**config.mk**
```make
export PLATFORM = sky130hd
export DESIGN_NAME = acs_sequencer
export DESIGN_NICKNAME = d
export VERILOG_FILES = /design/src/rtl/acs_pkg.sv /design/src/rtl/acs_next_pos.sv /design/src/rtl/acs_sequencer.sv
export SDC_FILE = /design/constraint.sdc
export NUM_CORES = 2
export LEC_CHECK = 0
export BUFFER_PORTS_ARGS = -buffer_cell sky130_fd_sc_hd__buf_2
export CAP_MARGIN = 15
export CORE_AREA = 2 2 285 287
export CTS_BUF_LIST = sky130_fd_sc_hd__clkbuf_16
export CTS_CLUSTER_DIAMETER = 200
export CTS_CLUSTER_SIZE = 8
export DETAILED_ROUTE_END_ITERATION = 10
export DIE_AREA = 0 0 287 289
export PLACE_DENSITY_LB_ADDON = 0.08
export REMOVE_ABC_BUFFERS = 1
export SYNTH_ARGS = -nofsm -noshare
export SYNTH_HDL_FRONTEND = slang
export SYNTH_SLANG_ARGS = --single-unit
```
**constraint.sdc**
```tcl
create_clock -name CLOCK -period 3.5 [get_ports CLOCK]
set_clock_uncertainty 0.2 [all_clocks]
set_input_delay 0.525 -clock CLOCK [delete_from_list [all_inputs] [get_ports CLOCK]]
set_output_delay 0.525 -clock CLOCK [all_outputs]
set_load 0.02 [all_outputs]
```
**src/rtl/acs_pkg.sv**
```systemverilog
`default_nettype none
package acs_pkg;
  // ----------------------------------------------------------------
  // Sizes
  // ----------------------------------------------------------------
  localparam int NUM_SLOTS  = 128;
  localparam int SLOT_IDX_W = 7;
  localparam int CHAN_W     = 4;
  localparam int ADDR_W     = 12;

  // ----------------------------------------------------------------
  // Register map (byte addresses)
  // ----------------------------------------------------------------
  localparam logic [ADDR_W-1:0] CTRL_OFS   = 12'h000;
  localparam logic [ADDR_W-1:0] STATUS_OFS = 12'h004;
  localparam logic [2:0]        SLOT_REGION = 3'h1;   // Address bits 11:9, slots at 0x200
  localparam int SLOT_IDX_LSB = 2;

  // Control fields
  localparam int CTRL_STD_BIT = 0;
  localparam int CTRL_TEMP_BIT = 1;
  localparam int CTRL_CNT_LSB = 8;
  localparam logic       CTRL_STD_RST  = 1'b1;
  localparam logic       CTRL_TEMP_RST = 1'b0;
  localparam logic [6:0] CTRL_CNT_RST  = 7'h00;
  localparam logic [3:0] SLOT_RST      = 4'h0;

  // Status fields
  localparam int STAT_BUSY_BIT = 0;
  localparam int STAT_POS_LSB  = 8;
  localparam int STAT_TEMP_BIT = 15;
  localparam int STAT_CHAN_LSB = 16;

  // ----------------------------------------------------------------
  // Timing
  // ----------------------------------------------------------------
  localparam int CLK_PERIOD_NS = 40;
  localparam int CONV_TIME_NS  = 400;
  localparam int CONV_CYCLES   = (CONV_TIME_NS + CLK_PERIOD_NS - 1) / CLK_PERIOD_NS;
  localparam int CNT_W         = 8;

  // AXI responses
  localparam logic [1:0] RESP_OKAY   = 2'h0;
  localparam logic [1:0] RESP_SLVERR = 2'h2;

  typedef struct packed {
    logic [SLOT_IDX_W-1:0] last_slot;
    logic                  temp_en;
    logic                  std_sel;
  } acs_ctrl_t;

  typedef struct packed {
    logic [SLOT_IDX_W-1:0] pos;
    logic                  temp_phase;
  } acs_ptr_t;
endpackage : acs_pkg
`default_nettype wire

```
**src/rtl/acs_next_pos.sv**
```systemverilog
`timescale 1ns/1ns
`default_nettype none
module acs_next_pos
  import acs_pkg::*;
(
  input  wire acs_ptr_t  cur,       // Current sequence position
  input  wire acs_ctrl_t ctrl,      // Sequencer settings
  output acs_ptr_t       nxt        // Position after one conversion
);
  // ----------------------------------------------------------------
  // Step one position, wrapping after the last slot or temperature
  // ----------------------------------------------------------------
  // Greater-or-equal guards a slot count lowered below the pointer
  always_comb begin
    nxt = '0;
    if (cur.temp_phase) begin
      nxt = '0;
    end else if (cur.pos >= ctrl.last_slot) begin
      if (ctrl.temp_en) begin
        nxt.pos        = cur.pos;
        nxt.temp_phase = 1'b1;
      end else begin
        nxt = '0;
      end
    end else begin
      nxt.pos = cur.pos + 7'h01;
    end
  end
endmodule : acs_next_pos
`default_nettype wire

```
**src/rtl/acs_sequencer.sv**
```systemverilog
// Implementation choices: register access over AXI4-Lite and the register addresses.
`timescale 1ns/1ns
`default_nettype none
module acs_sequencer
  import acs_pkg::*;
#(
  parameter int CONV_CYC = CONV_CYCLES
)(
  input  wire logic              CLOCK,          // 25 MHz clock
  input  wire logic              RST_N,          // Synchronous reset, low
  input  wire logic              CONV_START,     // Conversion start pulse
  output logic [CHAN_W-1:0]      MUX_CHANNEL,    // Analog input selected
  output logic                   MUX_TEMP_SEL,   // Temperature sensor selected
  output logic [SLOT_IDX_W-1:0]  SEQ_POS,        // Current sequence position
  output logic                   CONV_BUSY,      // Conversion phase running
  input  wire logic [ADDR_W-1:0] S_AXI_AWADDR,   // Write address
  input  wire logic              S_AXI_AWVALID,  // Write address valid
  output logic                   S_AXI_AWREADY,  // Write address ready
  input  wire logic [31:0]       S_AXI_WDATA,    // Write data
  input  wire logic [3:0]        S_AXI_WSTRB,    // Write byte strobes
  input  wire logic              S_AXI_WVALID,   // Write data valid
  output logic                   S_AXI_WREADY,   // Write data ready
  output logic [1:0]             S_AXI_BRESP,    // Write response
  output logic                   S_AXI_BVALID,   // Write response valid
  input  wire logic              S_AXI_BREADY,   // Write response ready
  input  wire logic [ADDR_W-1:0] S_AXI_ARADDR,   // Read address
  input  wire logic              S_AXI_ARVALID,  // Read address valid
  output logic                   S_AXI_ARREADY,  // Read address ready
  output logic [31:0]            S_AXI_RDATA,    // Read data
  output logic [1:0]             S_AXI_RRESP,    // Read response
  output logic                   S_AXI_RVALID,   // Read data valid
  input  wire logic              S_AXI_RREADY    // Read data ready
);
  // ----------------------------------------------------------------
  // State
  // ----------------------------------------------------------------
  localparam logic [CNT_W-1:0] CONV_LOAD = CNT_W'(CONV_CYC);

  acs_ctrl_t           ctrl_r, ctrl_nxt;
  logic [CHAN_W-1:0]   slot_r [NUM_SLOTS];
  acs_ptr_t            ptr_r, ptr_nxt, ptr_step;
  logic                busy_r, busy_nxt;
  logic [CNT_W-1:0]    cnt_r, cnt_nxt;
  logic [CHAN_W-1:0]   chan_r, chan_nxt;
  logic                tsel_r, tsel_nxt;

  logic                awready_r, awready_nxt, wready_r, wready_nxt;
  logic                aw_got_r, aw_got_nxt, w_got_r, w_got_nxt;
  logic [ADDR_W-1:0]   awaddr_r, awaddr_nxt;
  logic [31:0]         wdata_r, wdata_nxt;
  logic [3:0]          wstrb_r, wstrb_nxt;
  logic                bvalid_r, bvalid_nxt;
  logic [1:0]          bresp_r, bresp_nxt;
  logic                arready_r, arready_nxt, rvalid_r, rvalid_nxt;
  logic [31:0]         rdata_r, rdata_nxt;
  logic [1:0]          rresp_r, rresp_nxt;

  logic                do_write, wr_slot, conv_end;
  logic [SLOT_IDX_W-1:0] wr_idx, rd_idx;

  assign do_write = aw_got_r && w_got_r && !bvalid_r;
  // Misaligned slot writes answer with an error, so they must not land either
  assign wr_slot  = do_write && (awaddr_r[11:9] == SLOT_REGION) && wstrb_r[0] &&
                    (awaddr_r[1:0] == 2'h0);
  assign wr_idx   = awaddr_r[SLOT_IDX_LSB +: SLOT_IDX_W];
  assign rd_idx   = S_AXI_ARADDR[SLOT_IDX_LSB +: SLOT_IDX_W];
  assign conv_end = busy_r && (cnt_r == 8'h01);

  acs_next_pos u_next (
    .cur  (ptr_r),
    .ctrl (ctrl_r),
    .nxt  (ptr_step)
  );

  // ----------------------------------------------------------------
  // AXI4-Lite write channel
  // ----------------------------------------------------------------
  // Address and data are taken in either order; response after both
  always_comb begin
    awready_nxt = awready_r;
    wready_nxt  = wready_r;
    aw_got_nxt  = aw_got_r;
    w_got_nxt   = w_got_r;
    awaddr_nxt  = awaddr_r;
    wdata_nxt   = wdata_r;
    wstrb_nxt   = wstrb_r;
    bvalid_nxt  = bvalid_r;
    bresp_nxt   = bresp_r;
    if (S_AXI_AWVALID && awready_r) begin
      aw_got_nxt  = 1'b1;
      awaddr_nxt  = S_AXI_AWADDR;
      awready_nxt = 1'b0;
    end
    if (S_AXI_WVALID && wready_r) begin
      w_got_nxt  = 1'b1;
      wdata_nxt  = S_AXI_WDATA;
      wstrb_nxt  = S_AXI_WSTRB;
      wready_nxt = 1'b0;
    end
    if (do_write) begin
      aw_got_nxt = 1'b0;
      w_got_nxt  = 1'b0;
      bvalid_nxt = 1'b1;
      if (awaddr_r[1:0] != 2'h0) begin
        bresp_nxt = RESP_SLVERR;
      end else if (awaddr_r == CTRL_OFS || awaddr_r == STATUS_OFS ||
                   awaddr_r[11:9] == SLOT_REGION) begin
        bresp_nxt = RESP_OKAY;
      end else begin
        bresp_nxt = RESP_SLVERR;
      end
    end
    if (bvalid_r && S_AXI_BREADY) begin
      bvalid_nxt  = 1'b0;
      awready_nxt = 1'b1;
      wready_nxt  = 1'b1;
    end
  end

  // Control register; status is read only and ignores writes
  always_comb begin
    ctrl_nxt = ctrl_r;
    if (do_write && awaddr_r == CTRL_OFS) begin
      if (wstrb_r[0]) begin
        ctrl_nxt.std_sel = wdata_r[CTRL_STD_BIT];
        ctrl_nxt.temp_en = wdata_r[CTRL_TEMP_BIT];
      end
      if (wstrb_r[1]) begin
        ctrl_nxt.last_slot = wdata_r[CTRL_CNT_LSB +: SLOT_IDX_W];
      end
    end
  end

  // ----------------------------------------------------------------
  // AXI4-Lite read channel
  // ----------------------------------------------------------------
  // Data is sampled at the address handshake, so status is one cycle old
  always_comb begin
    arready_nxt = arready_r;
    rvalid_nxt  = rvalid_r;
    rdata_nxt   = rdata_r;
    rresp_nxt   = rresp_r;
    if (S_AXI_ARVALID && arready_r) begin
      arready_nxt = 1'b0;
      rvalid_nxt  = 1'b1;
      rdata_nxt   = 32'h0000_0000;
      rresp_nxt   = RESP_OKAY;
      if (S_AXI_ARADDR[1:0] != 2'h0) begin
        rresp_nxt = RESP_SLVERR;
      end else if (S_AXI_ARADDR == CTRL_OFS) begin
        rdata_nxt[CTRL_STD_BIT]                 = ctrl_r.std_sel;
        rdata_nxt[CTRL_TEMP_BIT]                = ctrl_r.temp_en;
        rdata_nxt[CTRL_CNT_LSB +: SLOT_IDX_W]   = ctrl_r.last_slot;
      end else if (S_AXI_ARADDR == STATUS_OFS) begin
        rdata_nxt[STAT_BUSY_BIT]                = busy_r;
        rdata_nxt[STAT_POS_LSB +: SLOT_IDX_W]   = ptr_r.pos;
        rdata_nxt[STAT_TEMP_BIT]                = ptr_r.temp_phase;
        rdata_nxt[STAT_CHAN_LSB +: CHAN_W]      = chan_r;
      end else if (S_AXI_ARADDR[11:9] == SLOT_REGION) begin
        rdata_nxt[CHAN_W-1:0] = slot_r[rd_idx];
      end else begin
        rresp_nxt = RESP_SLVERR;
      end
    end
    if (rvalid_r && S_AXI_RREADY) begin
      rvalid_nxt  = 1'b0;
      arready_nxt = 1'b1;
    end
  end

  // ----------------------------------------------------------------
  // Conversion timing and sequence pointer
  // ----------------------------------------------------------------
  // A start during a running conversion is ignored, so one start moves at most one step
  always_comb begin
    busy_nxt = busy_r;
    cnt_nxt  = cnt_r;
    ptr_nxt  = ptr_r;
    if (CONV_START && !busy_r) begin
      busy_nxt = 1'b1;
      cnt_nxt  = CONV_LOAD;
    end else if (busy_r) begin
      cnt_nxt = cnt_r - 8'h01;
      if (conv_end) begin
        busy_nxt = 1'b0;
        ptr_nxt  = ptr_step;
      end
    end
    // Standard sequencer owns the mux; slot pointer parks at position zero
    if (ctrl_r.std_sel) begin
      ptr_nxt = '0;
    end
  end

  // Mux follows the pointer only between conversions
  always_comb begin
    chan_nxt = chan_r;
    tsel_nxt = tsel_r;
    if (!busy_nxt) begin
      tsel_nxt = ptr_nxt.temp_phase;
      chan_nxt = ptr_nxt.temp_phase ? 4'h0 : slot_r[ptr_nxt.pos];
    end
  end

  // ----------------------------------------------------------------
  // Registers
  // ----------------------------------------------------------------
  always_ff @(posedge CLOCK) begin
    if (!RST_N) begin
      ctrl_r    <= '{last_slot: CTRL_CNT_RST, temp_en: CTRL_TEMP_RST, std_sel: CTRL_STD_RST};
      ptr_r     <= '0;
      busy_r    <= 1'b0;
      cnt_r     <= 8'h00;
      chan_r    <= 4'h0;
      tsel_r    <= 1'b0;
      awready_r <= 1'b1;
      wready_r  <= 1'b1;
      aw_got_r  <= 1'b0;
      w_got_r   <= 1'b0;
      awaddr_r  <= 12'h000;
      wdata_r   <= 32'h0000_0000;
      wstrb_r   <= 4'h0;
      bvalid_r  <= 1'b0;
      bresp_r   <= 2'h0;
      arready_r <= 1'b1;
      rvalid_r  <= 1'b0;
      rdata_r   <= 32'h0000_0000;
      rresp_r   <= 2'h0;
    end else begin
      ctrl_r    <= ctrl_nxt;
      ptr_r     <= ptr_nxt;
      busy_r    <= busy_nxt;
      cnt_r     <= cnt_nxt;
      chan_r    <= chan_nxt;
      tsel_r    <= tsel_nxt;
      awready_r <= awready_nxt;
      wready_r  <= wready_nxt;
      aw_got_r  <= aw_got_nxt;
      w_got_r   <= w_got_nxt;
      awaddr_r  <= awaddr_nxt;
      wdata_r   <= wdata_nxt;
      wstrb_r   <= wstrb_nxt;
      bvalid_r  <= bvalid_nxt;
      bresp_r   <= bresp_nxt;
      arready_r <= arready_nxt;
      rvalid_r  <= rvalid_nxt;
      rdata_r   <= rdata_nxt;
      rresp_r   <= rresp_nxt;
    end
  end

  // Slot storage; only four bits kept, so no slot can name the sensor
  always_ff @(posedge CLOCK) begin
    for (int i = 0; i < NUM_SLOTS; i++) begin
      if (!RST_N) begin
        slot_r[i] <= SLOT_RST;
      end else if (wr_slot && wr_idx == SLOT_IDX_W'(i)) begin
        slot_r[i] <= wdata_r[CHAN_W-1:0];
      end
    end
  end

  // ----------------------------------------------------------------
  // Outputs
  // ----------------------------------------------------------------
  assign MUX_CHANNEL   = chan_r;
  assign MUX_TEMP_SEL  = tsel_r;
  assign SEQ_POS       = ptr_r.pos;
  assign CONV_BUSY     = busy_r;
  assign S_AXI_AWREADY = awready_r;
  assign S_AXI_WREADY  = wready_r;
  assign S_AXI_BRESP   = bresp_r;
  assign S_AXI_BVALID  = bvalid_r;
  assign S_AXI_ARREADY = arready_r;
  assign S_AXI_RDATA   = rdata_r;
  assign S_AXI_RRESP   = rresp_r;
  assign S_AXI_RVALID  = rvalid_r;
endmodule : acs_sequencer
`default_nettype wire

```
# Word level (Yosys, flattened, before mapping)
# Memories as Yosys holds them, arrays and structs flattened.
# Cells that the tools add are included.
# totals
elab_cells	989
ramBits	512
memories	1
out_inout_bits	54
regBits	87
input_bits	68
# op_classes
magnitude_cmp	1
n_eq_ne	132
mux	543
bitwise_logic	129
n_addsub	2
n_reduce_logical	158
# memory_table
memory	depth	width	read_ports	rd_clocked_by_memory_dff	wr	line	source
slot_r	128	4	2	0	128	acs_sequencer.sv:40	logic [CHAN_W-1:0] slot_r [NUM_SLOTS];
# ops
operator	count
4-bit two-way mux	133
7-bit == test, second input constant	64
1-bit two-way mux	390
7-bit by 6-bit == test with 1-bit output, second input constant	32
1-bit logical AND	141
1-bit bitwise OR	128
7-bit by 5-bit == test with 1-bit output, second input constant	16
7-bit by 4-bit == test with 1-bit output, second input constant	8
8-bit two-way mux	6
7-bit by 3-bit == test with 1-bit output, second input constant	4
12-bit by 3-bit == test with 1-bit output, second input constant	2
12-bit zero test	2
12-bit two-way mux	2
2-bit two-way mux	8
7-bit by 2-bit == test with 1-bit output, second input constant	2
7-bit two-way mux	2
8-bit by 1-bit == test with 1-bit output, second input constant	1
2-bit OR reduction	4
8-bit by 1-bit subtractor with 8-bit output, second input constant	1
7-bit by 1-bit adder with 7-bit output, second input constant	1
7-bit by 1-bit == test with 1-bit output, second input constant	1
7-bit >= comparator	1
7-bit zero test	1
3-bit by 1-bit == test with 1-bit output, second input constant	2
other kinds (8)	13

# Longest topological paths before layout
# logic_depth
word_depth	10
ltp_mapped	18
depth_no_buf	13

# Cells and area by module
# From an unflattened synthesis, not the netlist that was laid out.
# unflattened
hier_cells	2837
area_unflattened_um2	31594.1
# modules_own_cells
module	instances	cells_each	area_each_um2
acs_sequencer	1	2778	31183.7
acs_next_pos	1	59	410.4

# Least setup slack after synthesis
# OpenSTA, ideal clock, no wires.
# synth_path
path_type	register to register
start	register ptr_r (netlist bit SEQ_POS[6])
end	register chan_r[3], in the netlist MUX_CHANNEL[3]
path_buffers	3
arrival_ps	3045
period_less_slack_ps	3367
path_stages_with_launch	16
setup_slack_ps	133
setup_time_ps	122
path_cell_list	dfxtp_1 > ha_1 > and4_1 > buf_2 > and2_1 > a221oi_4 > a21oi_1 > or2_1 > buf_2 > buf_4 > nand2_1 > nand3_1 > a311o_1 > o311ai_1 > o311ai_1 > a221o_1
# synth_via
elab_chain_len	9
word_cells_on_any_way	12
# synth_lines
item	line	source
from (decl)	acs_sequencer.sv:41	acs_ptr_t ptr_r, ptr_nxt, ptr_step;
from (signal assigned)	acs_sequencer.sv:231	ptr_r <= ptr_nxt;
7-bit by 1-bit adder with 7-bit output, or another cell as far along	acs_next_pos.sv:26	nxt.pos = cur.pos + 7'h01;
7-bit two-way mux	acs_next_pos.sv:18	end else if (cur.pos >= ctrl.last_slot) begin
8-bit two-way mux	acs_next_pos.sv:16	if (cur.temp_phase) begin
8-bit two-way mux	acs_sequencer.sv:184	if (conv_end) begin
8-bit two-way mux	acs_sequencer.sv:182	end else if (busy_r) begin
8-bit two-way mux *	acs_sequencer.sv:179	if (CONV_START && !busy_r) begin
8-bit two-way mux *	acs_sequencer.sv:190	if (ctrl_r.std_sel) begin
memory read 128 x 4 bit	n/a	
4-bit two-way mux *	acs_sequencer.sv:201	chan_nxt = ptr_nxt.temp_phase ? 4'h0 : slot_r[ptr_nxt.pos];
to (signal assigned)	acs_sequencer.sv:234	chan_r <= chan_nxt;
to (decl)	acs_sequencer.sv:44	logic [CHAN_W-1:0] chan_r, chan_nxt;
# Mark *: on every way between the ends. The rest lies on a longest branch, timed or not.
# A chain may end at the register's enable or synchronous reset.

# Final worst setup path
# layout_path
start	register ctrl_r[4] (netlist bit)
end	register chan_r[2], in the netlist MUX_CHANNEL[2]
# layout_via
elab_chain_len	9
word_cells_on_any_way	10
# layout_lines
item	line	source
from (decl)	acs_sequencer.sv:39	acs_ctrl_t ctrl_r, ctrl_nxt;
from (signal assigned)	acs_sequencer.sv:210	ctrl_r <= '{last_slot: CTRL_CNT_RST, temp_en: CTRL_TEMP_RST, std_sel: CTRL_STD_RST};
from (signal assigned)	acs_sequencer.sv:230	ctrl_r <= ctrl_nxt;
7-bit >= comparator *	acs_next_pos.sv:18	
7-bit two-way mux	acs_next_pos.sv:18	
8-bit two-way mux *	acs_next_pos.sv:16	
8-bit two-way mux *	acs_sequencer.sv:184	
8-bit two-way mux *	acs_sequencer.sv:182	
8-bit two-way mux *	acs_sequencer.sv:179	
8-bit two-way mux *	acs_sequencer.sv:190	
memory read 128 x 4 bit	n/a	
4-bit two-way mux *	acs_sequencer.sv:201	
# Marks and branches as above.

==> impl_metrics.tcl <==
set metrics [dict create \
    initial_core_util_pct 39.81 \
    final_common_cell "nor2_1" \
    critPathMostFrequentCell "buf_4" \
    hold_viol_final 0 \
    synth_seq_area_share_pct 53.44 \
    multiInputGateArea_um2 14430 \
    worstMarginPinSlew_ns 0.9334 \
    drc 0 \
    holdCritPathClass "primary input to register" \
    ys_ff_latch 593 \
    core-area_um2 79900 \
    status "finished, violations left" \
    synth_ff_type "edfxtp_1" \
    rsz0062_at_grt "true" \
    power_density_nw_per_um2 425.9 \
    slew_headroom_pct 37.69 \
    crit_path_start_kind "register" \
    clock_sinks 593 \
    die_w_um 287 \
    grt_pass1_vias 27140 \
    totalWireLength_mm 140.2 \
    cp_max_fo 14 \
    crit_family "compound AO/OA/AOI/OAI gates" \
    hold_end "S_AXI_RRESP[1]$_SDFFE_PN0P_" \
    criticalPathCategory "register to register" \
    grt_pass1_wl_mm 196.7 \
    portBuffers 80 \
    layout.filler_cells 7300 \
    grt_overflow 0 \
    synthesis.area_um2 31810 \
    cp.required_ns 3.86 \
    mostFrequentLayoutCells "579 x nor2_1, 521 x nand2_1, 512 x edfxtp_1" \
    violations "setup timing" \
    cts-root-buf "clkbuf_16" \
    ant_nets 0 \
    leakage_uw 0.01428 \
    drv_cap 0 \
    r2r_cells 16 \
    maxSlewViolCount 0 \
    fmax_mhz 271.6 \
    regToRegSetupSlack_ns -0.18 \
    slowest_stage "a221o_1" \
    cts_buffers 84 \
    cts_tree "built" \
    drt_iter0_drc 3634 \
    post_drt_wl_per_cell_um 31.04 \
    finalSetupViolCount 4 \
    finalCritPeriodShare_pct 105.2 \
    final_nets 3506 \
    arrival_ns 4.04 \
    synth_warnings 0 \
    grtUsageTotal_pct 33.58 \
    regToRegEndpoint "MUX_CHANNEL[2]$_SDFFE_PN0N_" \
    crit_path_cell_trace "inv_2 > ha_4 > a21oi_4 > o21ai_4 > buf_4 > a211o_4 > and2_1 > a221o_1 > buf_8 > nand3_1 > buf_4 > nor3_2 > nor4_2 > buf_4 > o2111ai_4 > o211ai_1" \
    dr.pass1.iters 6 \
    finalPower_uw 17120 \
    fp.dieH_um 289 \
    synth-async-reset-ratio_pct 0 \
    cp_num_buf_inv 5 \
    fin_cells 4518 \
    min_path_cells 4 \
    area_growth_pct 26.38 \
    syn_avg_cell_area_um2 10.53 \
    setup_ws_ns -0.1820 \
    min-delay-start "S_AXI_ARADDR[9]" \
    hpwl_mm 104.4 \
    seq_area_um2 17010 \
    yosys.cell_types.count 81 \
    routabilityCongestion 0.9787 \
    rows 104 \
    cpPeakStageDelay_ns 0.42 \
    clk_latency_ns 0.66 \
    drive_gt1_share_pct 28.15 \
    path_depth 16 \
    syn_inst 3021 \
    dieArea_um2 82940 \
    place_inst 4329 \
    clkSlewWorstSetupHoldPaths_ns 0.05 \
    cts_buffer_depth 3 \
    r2r_start "ctrl_r[4]$_SDFFE_PN0P_" \
    io_pins 122 \
    setup-tns-final_ns -0.7063 \
    grt_max_degree 141 \
    cts_max_level 3 \
    end_kind "register" \
    drt-vias-per-instance 6.211 \
    fin_crit_ns 3.682 \
    synth-edff-count 512 \
    antenna_found_initial 3 \
    num_vias 28060 \
    peakVddDrop_mv 0.3226 \
]
## cells by family after synthesis
kind of cell               Yosys count  share of synthesized area, %
other                                1                       0.01179
adders and majority gates           10                        0.3934
AOI/OAI and AO/OA                  473                         9.799
and+or+nand+nor                   1438                         19.22
muxes                              205                         12.67
DFF                                593                         53.44
buffers and inverters              297                         4.359
xor gates and xnor gates             4                        0.1102
## routing by layer
metal	up-vias	global-route usage, %	wire [um]
met3	371	4.898	11760
li1	11830	-	-
met4	2	16.51	7805
met1	14160	43.54	54360
met5	-	0	13
met2	1697	55.38	66300
## worst max-delay path by stage
stage                                       end  slack (ns)                   start
floorplan           MUX_CHANNEL[3]$_SDFFE_PN0N_       -2.48   SEQ_POS[4]$_SDFF_PN0_
global placement    MUX_CHANNEL[3]$_SDFFE_PN0N_       -0.96  ctrl_r[8]$_SDFFE_PN0P_
detailed placement  MUX_CHANNEL[3]$_SDFFE_PN0N_       -0.92  ctrl_r[8]$_SDFFE_PN0P_
CTS                 MUX_CHANNEL[3]$_SDFFE_PN0N_       -0.18  ctrl_r[6]$_SDFFE_PN0P_
global route        MUX_CHANNEL[2]$_SDFFE_PN0N_       -0.32  ctrl_r[4]$_SDFFE_PN0P_
finish              MUX_CHANNEL[2]$_SDFFE_PN0N_       -0.18  ctrl_r[4]$_SDFFE_PN0P_
## sequential cells by signal, indices dropped and copies added (netlist names), 2 cells and up
register,cells
MUX_CHANNEL,4
SEQ_POS,7
S_AXI_RDATA,16
awaddr_r,12
cnt_r,8
ctrl_r,9
slot_r,512
wdata_r,11
wstrb_r,2
## cell usage after synthesis, drive strengths merged (8+ instances only)
| cell | number | area [um2] |
|---|---|---|
| a211oi | 61 | 462.9 |
| a21oi | 74 | 381.6 |
| a22oi | 18 | 140.1 |
| a311oi | 40 | 350.3 |
| a31oi | 57 | 362.8 |
| a32oi | 10 | 95.10 |
| and2 | 31 | 193.9 |
| and3 | 79 | 499.2 |
| buf | 142 | 804.5 |
| clkbuf | 135 | 506.7 |
| dfxtp | 81 | 1622 |
| edfxtp | 512 | 15370 |
| ha | 10 | 125.1 |
| inv | 19 | 71.32 |
| mux2 | 10 | 112.6 |
| mux2i | 38 | 380.4 |
| mux4 | 157 | 3536 |
| nand2 | 527 | 1983 |
| nand2b | 10 | 62.56 |
| nand3 | 125 | 625.6 |
| nand4 | 13 | 96.34 |
| nor2 | 582 | 2187 |
| nor2b | 16 | 100.1 |
| nor3 | 24 | 131.4 |
| nor4 | 10 | 77.57 |
| o21ai | 149 | 764.5 |
| o22ai | 8 | 50.05 |
## through the flow
stage	cell area [um2]	worst slack (ns)	hold WS [ns]	util [%]
2_1_floorplan	30560	-2.478	0.2308	-
5_1_grt	40200	-0.3219	0.09364	50.31
4_1_cts	39800	-0.1820	0.03544	49.82
3_5_place_dp	36000	-0.9182	0.2471	45.06
3_3_place_gp	36000	-0.9612	0.2388	45.05
6_report	40200	-0.1820	0.06217	50.31
## timing repair
| action | CTS | global route |
|---|---|---|
| hold buffers | 32 | 0 |
| resized for setup | 168 | 53 |
| buffers inserted | 21 | 19 |
| gates cloned | 5 | 1 |
| setup endpoints to repair | 4 | 8 |
| hold endpoints to repair | 30 | 0 |
| pin swaps | 55 | 32 |
## where the power goes
group          switching [uW]  internal [uW]  leakage, uW  total [uW]
sequential                205           7910      0.00596        8110
combinational             865            635      0.00711        1500
clock                    3190           4320      0.00122        7510
total                    4260          12900       0.0143       17100
## worst reg2reg max path: stages, from the launching register on
cell and delay [ns]:
dfxtp_2 0.34, inv_2 0.05, ha_4 0.22, a21oi_4 0.14
o21ai_4 0.11, buf_4 0.16, a211o_4 0.35, and2_1 0.21
a221o_1 0.42, buf_8 0.20, nand3_1 0.10, buf_4 0.17
nor3_2 0.07, nor4_2 0.29, buf_4 0.17, o2111ai_4 0.18
o211ai_1 0.21
## cell type report
cell class	instances	area share, %
Timing Repair Buffer	581	12.50
Inverter	20	0.1868
Clock buffer	85	5.291
Antenna cell	1	0.006225
Multi-Input combinational cell	2148	35.89
Sequential cell	593	42.31
Clock inverter	30	0.5105
Tap cell	1060	3.299
(Power assumes the default switching activity.)
